==> src/design/pdrbo_pkg.sv <==
package pdrbo_pkg;
    // instruction word layout
    localparam int WORD_W = 10;
    localparam int DATA_W = 4;
    // opcodes of the decoded group
    localparam logic [9:0] OP_CLOCK_RUN_SLEEP = 10'h002;
    localparam logic [9:0] OP_RAM_RETENTION = 10'h008;
    localparam logic [9:0] OP_ROTATE_RIGHT = 10'h01d;
    localparam logic [9:0] OP_POWERDOWN_ENABLE = 10'h02e;
    // bit clear: upper eight bits fixed, low two bits carry the bit index
    localparam logic [7:0] OP_BIT_CLEAR_HI = 8'h13;
    localparam int BIT_IDX_LSB = 0;
    localparam int BIT_IDX_W = 2;
    // reset values
    localparam logic RST_ENABLE_ARMED = 1'b0;
    localparam logic [1:0] RST_POWER_STATE = 2'h0;

    typedef enum logic [1:0] {
        PWR_RUN = 2'b00,
        PWR_CLOCK_RUN = 2'b01,
        PWR_RAM_RETAIN = 2'b10
    } pdrbo_power_e;

    // one instruction presented by the fetch stage
    typedef struct packed {
        logic valid;
        logic [9:0] word;
    } pdrbo_instr_s;

    // write-back results, one machine cycle after the instruction
    typedef struct packed {
        logic accWe;
        logic [3:0] accOut;
        logic carryWe;
        logic carryOut;
        logic memWe;
        logic [3:0] memWdata;
    } pdrbo_result_s;
endpackage

==> src/design/pdrbo_power_down_rotate_bitclear_ops.sv <==
// Function
// - clock-run sleep opcode right after the enable opcode enters clock-run sleep
// - clock-run sleep opcode without the enable just before acts as no-operation
// - ram retention opcode right after the enable opcode enters ram retention
// - ram retention opcode without the enable just before acts as no-operation
// - rotate right shifts accumulator through carry; old carry to bit 3
// - bit clear zeroes bit j of the addressed memory word, others kept
// - the cleared bit index comes from the instruction word's immediate field
`timescale 1ns/10ps
`default_nettype none
module pdrbo_power_down_rotate_bitclear_ops (
    // clock and reset
    input wire logic clk,
    input wire logic rst,
    // instruction from fetch, one per machine cycle
    input wire pdrbo_pkg::pdrbo_instr_s instr,
    // core state read at the time of the instruction
    input wire logic [3:0] accIn,
    input wire logic carryIn,
    input wire logic [3:0] memRdata,
    // wake event from the power-mode hardware
    input wire logic wakeUp,
    // write-back to the core
    output pdrbo_pkg::pdrbo_result_s result,
    // power-mode control
    output pdrbo_pkg::pdrbo_power_e powerState,
    output logic enterClockRunSleep,
    output logic enterRamRetention,
    // sequencing
    output logic done,
    output logic skip
);
    logic isClockSleep;
    logic isRamRetain;
    logic isRotate;
    logic isBitClear;
    logic isEnable;
    logic execute;
    logic enableArmed;
    logic [1:0] bitIdx;
    logic [3:0] clearMask;
    pdrbo_pkg::pdrbo_result_s next_result;
    logic armedClockSleep;
    logic armedRamRetain;

    // decode; instructions are only taken while running
    // full-word compares, and an upper-eight-bit compare for bit clear, keep neighbouring opcodes out of this group
    assign execute = instr.valid && (powerState == pdrbo_pkg::PWR_RUN);
    assign isClockSleep = execute && (instr.word == pdrbo_pkg::OP_CLOCK_RUN_SLEEP);
    assign isRamRetain = execute && (instr.word == pdrbo_pkg::OP_RAM_RETENTION);
    assign isRotate = execute && (instr.word == pdrbo_pkg::OP_ROTATE_RIGHT);
    assign isEnable = execute && (instr.word == pdrbo_pkg::OP_POWERDOWN_ENABLE);
    assign isBitClear = execute && (instr.word[9:2] == pdrbo_pkg::OP_BIT_CLEAR_HI);
    // bit index straight from the immediate field, never from a register
    assign bitIdx = instr.word[pdrbo_pkg::BIT_IDX_LSB +: pdrbo_pkg::BIT_IDX_W];
    // one hole at the chosen bit; every other bit of the word passes through
    assign clearMask = ~(4'h1 << bitIdx);

    // an entry opcode only counts when the enable was the last one executed
    assign armedClockSleep = isClockSleep && enableArmed;
    assign armedRamRetain = isRamRetain && enableArmed;

    // enable is armed only by the instruction executed immediately before;
    // any other executed instruction disarms it; idle cycles with no executed instruction keep it armed
    always_ff @(posedge clk) begin
        if (rst) begin
            enableArmed <= pdrbo_pkg::RST_ENABLE_ARMED;
        end else if (execute) begin
            enableArmed <= isEnable;
        end
    end

    // write-back values
    always_comb begin
        next_result = '0;
        if (isRotate) begin
            next_result.accWe = 1'b1;
            next_result.accOut = {carryIn, accIn[3:1]};
            next_result.carryWe = 1'b1;
            next_result.carryOut = accIn[0];
        end
        if (isBitClear) begin
            next_result.memWe = 1'b1;
            next_result.memWdata = memRdata & clearMask;
        end
    end

    // results registered so data outputs come from flip-flops
    always_ff @(posedge clk) begin
        if (rst) begin
            result <= '0;
        end else begin
            result <= next_result;
        end
    end

    // power state; an unarmed entry opcode falls through as a no-operation
    always_ff @(posedge clk) begin
        if (rst) begin
            powerState <= pdrbo_power_e_rst();
            enterClockRunSleep <= 1'b0;
            enterRamRetention <= 1'b0;
        end else begin
            enterClockRunSleep <= armedClockSleep;
            enterRamRetention <= armedRamRetain;
            // entry wins over a wake level seen in the same cycle, so a stale
            // wake request cannot cancel an armed power-down
            if (armedClockSleep) begin
                powerState <= pdrbo_pkg::PWR_CLOCK_RUN;
            end else if (armedRamRetain) begin
                powerState <= pdrbo_pkg::PWR_RAM_RETAIN;
            end else if (wakeUp) begin
                powerState <= pdrbo_pkg::PWR_RUN;
            end
        end
    end

    function automatic pdrbo_pkg::pdrbo_power_e pdrbo_power_e_rst();
        return pdrbo_pkg::pdrbo_power_e'(pdrbo_pkg::RST_POWER_STATE);
    endfunction

    // single cycle completion for every taken instruction, never a skip
    always_ff @(posedge clk) begin
        if (rst) begin
            done <= 1'b0;
        end else begin
            done <= execute;
        end
    end
    // no opcode of this group ever skips the following word
    assign skip = 1'b0;
endmodule // pdrbo_power_down_rotate_bitclear_ops
`default_nettype wire

==> config.mk <==
export PLATFORM = sky130hd
export DESIGN_NAME = pdrbo_power_down_rotate_bitclear_ops
export DESIGN_NICKNAME = d
export VERILOG_FILES = /design/src/design/pdrbo_pkg.sv /design/src/design/pdrbo_power_down_rotate_bitclear_ops.sv
export SDC_FILE = /design/constraint.sdc
export NUM_CORES = 1
export LEC_CHECK = 0
export ABC_CLOCK_PERIOD_IN_PS = 1500
export BUFFER_PORTS_ARGS = -buffer_cell sky130_fd_sc_hd__buf_2
export CAP_MARGIN = 0
export CORE_UTILIZATION = 36
export DETAILED_ROUTE_END_ITERATION = 8
export PLACE_DENSITY = 0.72
export RECOVER_POWER = 25
export SLEW_MARGIN = 20
export SYNTH_ARGS = -nofsm -noshare
export SYNTH_HDL_FRONTEND = slang
export SYNTH_SLANG_ARGS = --single-unit
==> constraint.sdc <==
create_clock -name clk -period 1.5 [get_ports clk]
set_clock_uncertainty 0.2 [all_clocks]
set_input_delay 0.075 -clock clk [delete_from_list [all_inputs] [get_ports clk]]
set_output_delay 0.075 -clock clk [all_outputs]
set_load 0.05 [all_outputs]
==> flow_summary.ini <==
[outcome]
outcome = finished with violations
failed_checks = hold timing, setup timing

[power_and_ir_drop]
p_sw_mw = 0.212
intPower_mw = 0.624
vdd_ir_drop_max_v = 0.000451
pwr-share-seq_pct = 54.0
p_comb_share_pct = 15.8
clockPowerShare_pct = 30.2
power.leakage_nw = 0.571
power_mw = 0.836
swShare_pct = 25.4
powerDensity_nw_per_um2 = 705

[detailed_routing]
totalWireLength_um = 1970
drtAntennaViolNets = 0
vias = 722
via_per_inst = 4.78
first_iter_violations = 10
wire_per_inst_um = 13.0
dr.pass1.iters = 4
drc = 0

[place]
postPlaceCellArea_sq_um = 947
io_buffers = 39
dpl_worst_slack_ns = -0.0958
gp_congestion = 0.804
place_inst = 131
place_hpwl_um = 1210

[cells_and_area]
finalNonFillerCells = 151
nets = 150
fillers = 143
fin_area_sq_um = 1180
utilization_pct = 67.9
synthToLayoutAreaGrowth_pct = 76.7
n_antenna_cell = 0
drive_gt1_share_pct = 49.2
final_common_cell = buf_2
layout_common_cells = buf_2 (34), dfxtp_1 (15), dlygate4sd3_1 (15), buf_4 (8)

[setup_path]
critPathSlowestCell = or4b_4
path_buf_inv = 0
crit_type = reg -> reg
cp_max_fo = 5
crit_required_ns = 1.54
critPathArrivalTime_ns = 1.67
rr_worst_depth = 3
end_kind = flip-flop
r2r-end = result[1]
r2r_slack_ns = -0.13
cp_slowest_stage_delay_ns = 0.56
crit_chain = or4b_4 -> nor4_4 -> and3_1
worstReg2RegStart = powerState[1]
worstSetupStartpointType = flip-flop
startpoint = powerState[1]
critPathTopFamily = simple AND/OR/NAND/NOR gates

[yosys]
syn_nets = 84
synth.distinct_cells = 27
netlist_area_sq_um = 671
syn_area_per_cell_sq_um = 11.0
synth_cells = 61
synth_edf_count = 0
ys_ff_latch = 17
async_reset_ff_share_pct = 0
ys_seq_area_share_pct = 50.7
yosysWarnings = 0
synth_top_flop_cell = dfxtp_1

[timing]
grt_setup_unrepaired = yes
finalSetupTns_ns = -0.901
drv_slew = 0
max_freq_mhz = 614
finalHoldViolCount = 6
period_minus_slack_ns = 1.63
fin_crit_sh_pct = 109
timing.final.ws_setup_ns = -0.128
setup_viol = 10
tightest_slew_ns = 0.616
whs_ns = -0.228
slew-limit-headroom_pct = 59.1

[floorplanning]
die_w_um = 45.2
die_area_sq_um = 2040
top_level_ports = 41
start_util_pct = 38.4
num_rows = 15
core_area_sq_um = 1750
die_y_um = 45.2

[clock_network]
clockBufferDepth = 2
cts_tree = done
hold_buffers = 16
root_buffer = clkbuf_4
worstSkewPairLatency_ns = 0.30
htreeDepth = 1
cts_inserted_buffers = 3
cts.sinks = 17
cts_setup_buffers = 0
clkTransAtPathRegs_ns = 0.11

[grt]
overflow = 0
grtUsageTotal_pct = 19.7
grt_pass1_vias = 681
grt_max_degree = 11
grt_pass1_wl_um = 2820
antenna_found_initial = 0

[run]
drv_cap = 0

[hold_path]
hp-start = rst
min_path_cells = 2
worst_hold_path.endpoint = powerState[1]
min_path_type = in -> reg
[power groups by stage]
stage                     clock (mW)  sequential (mW)  combinational [mW]
after global placement             0            0.462              0.0862
after CTS                      0.254            0.451               0.121
after detailed placement           0            0.462              0.0873
after global routing           0.280            0.452               0.140
after floorplan                    0            0.467              0.0319
final                          0.253            0.451               0.132
[per-layer routing]
| metal | GRT usage [%] | share of wire (%) |
|---|---|---|
| met5 | 0 | 0 |
| met4 | 9.70 | 1.7 |
| met3 | 6.00 | 4.4 |
| met2 | 34.2 | 51 |
| met1 | 21.6 | 43 |
[final cells by class]
| cell class | count | area (sq um) | area share [%] |
|---|---|---|---|
| Multi-Input combinational cell | 41 | 365 | 30.8 |
| Sequential cell | 17 | 345 | 29.1 |
| Clock buffer | 3 | 22.5 | 1.90 |
| Inverter | 1 | 3.75 | 0.317 |
| Tap cell | 25 | 31.3 | 2.64 |
| Clock inverter | 1 | 5.00 | 0.422 |
| Timing Repair Buffer | 63 | 412 | 34.7 |
[what timing repair did]
item / 4_1_cts / 5_1_grt
pin swaps: 2 / 6
resized for setup: 3 / 8
endpoints found under the setup margin: 14 / 15
endpoints found under the hold margin: 16 / 6
cloned: 0 / 0
[synthesized netlist by cell type (all sizes together), types with 2 or more instances]
master	instances	area, sq um
and2	5	31.3
and3	2	12.5
buf	2	15.0
dfxtp	17	340
nand2	3	11.3
nand2b	5	31.3
nor2b	2	12.5
nor3	3	15.0
nor3b	2	15.0
nor4	3	48.8
nor4b	2	17.5
[cells by family (layout without fill, tap and decap cells)]
logic type / count (synthesis) / count (layout) / synth area share, %
DFF: 17 / 17 / 50.7
other: 1 / 1 / 0.559
AOI/OAI and AO/OA: 5 / 5 / 6.34
and+or+nand+nor: 35 / 35 / 39.6
buffers and inverters: 3 / 68 / 2.80
[sequential cells by signal (all words and copies together) (netlist names)]
signal / flops
enableArmed: 1
enterClockRunSleep: 1
done: 1
enterRamRetention: 1
powerState: 2
result: 11
[worst reg2reg max path, delay by kind of cell, from the launching register on]
family / cells / cell delay (ns)
flops: 1 / 0.36
simple gates: 3 / 1.01
[worst max path at each step]
| stage | slack [ns] | cells past startpoint | to |
|---|---|---|---|
| floorplan | -0.1 | 3 | result[1] |
| global placement | -0.08 | 3 | result[3] |
| CTS | -0.13 | 3 | result[1] |
| global route | -0.20 | 3 | result[3] |
| detailed placement | -0.1 | 3 | result[1] |
| finish | -0.13 | 3 | result[1] |
Note: power is estimated with default switching activity, not from simulation.
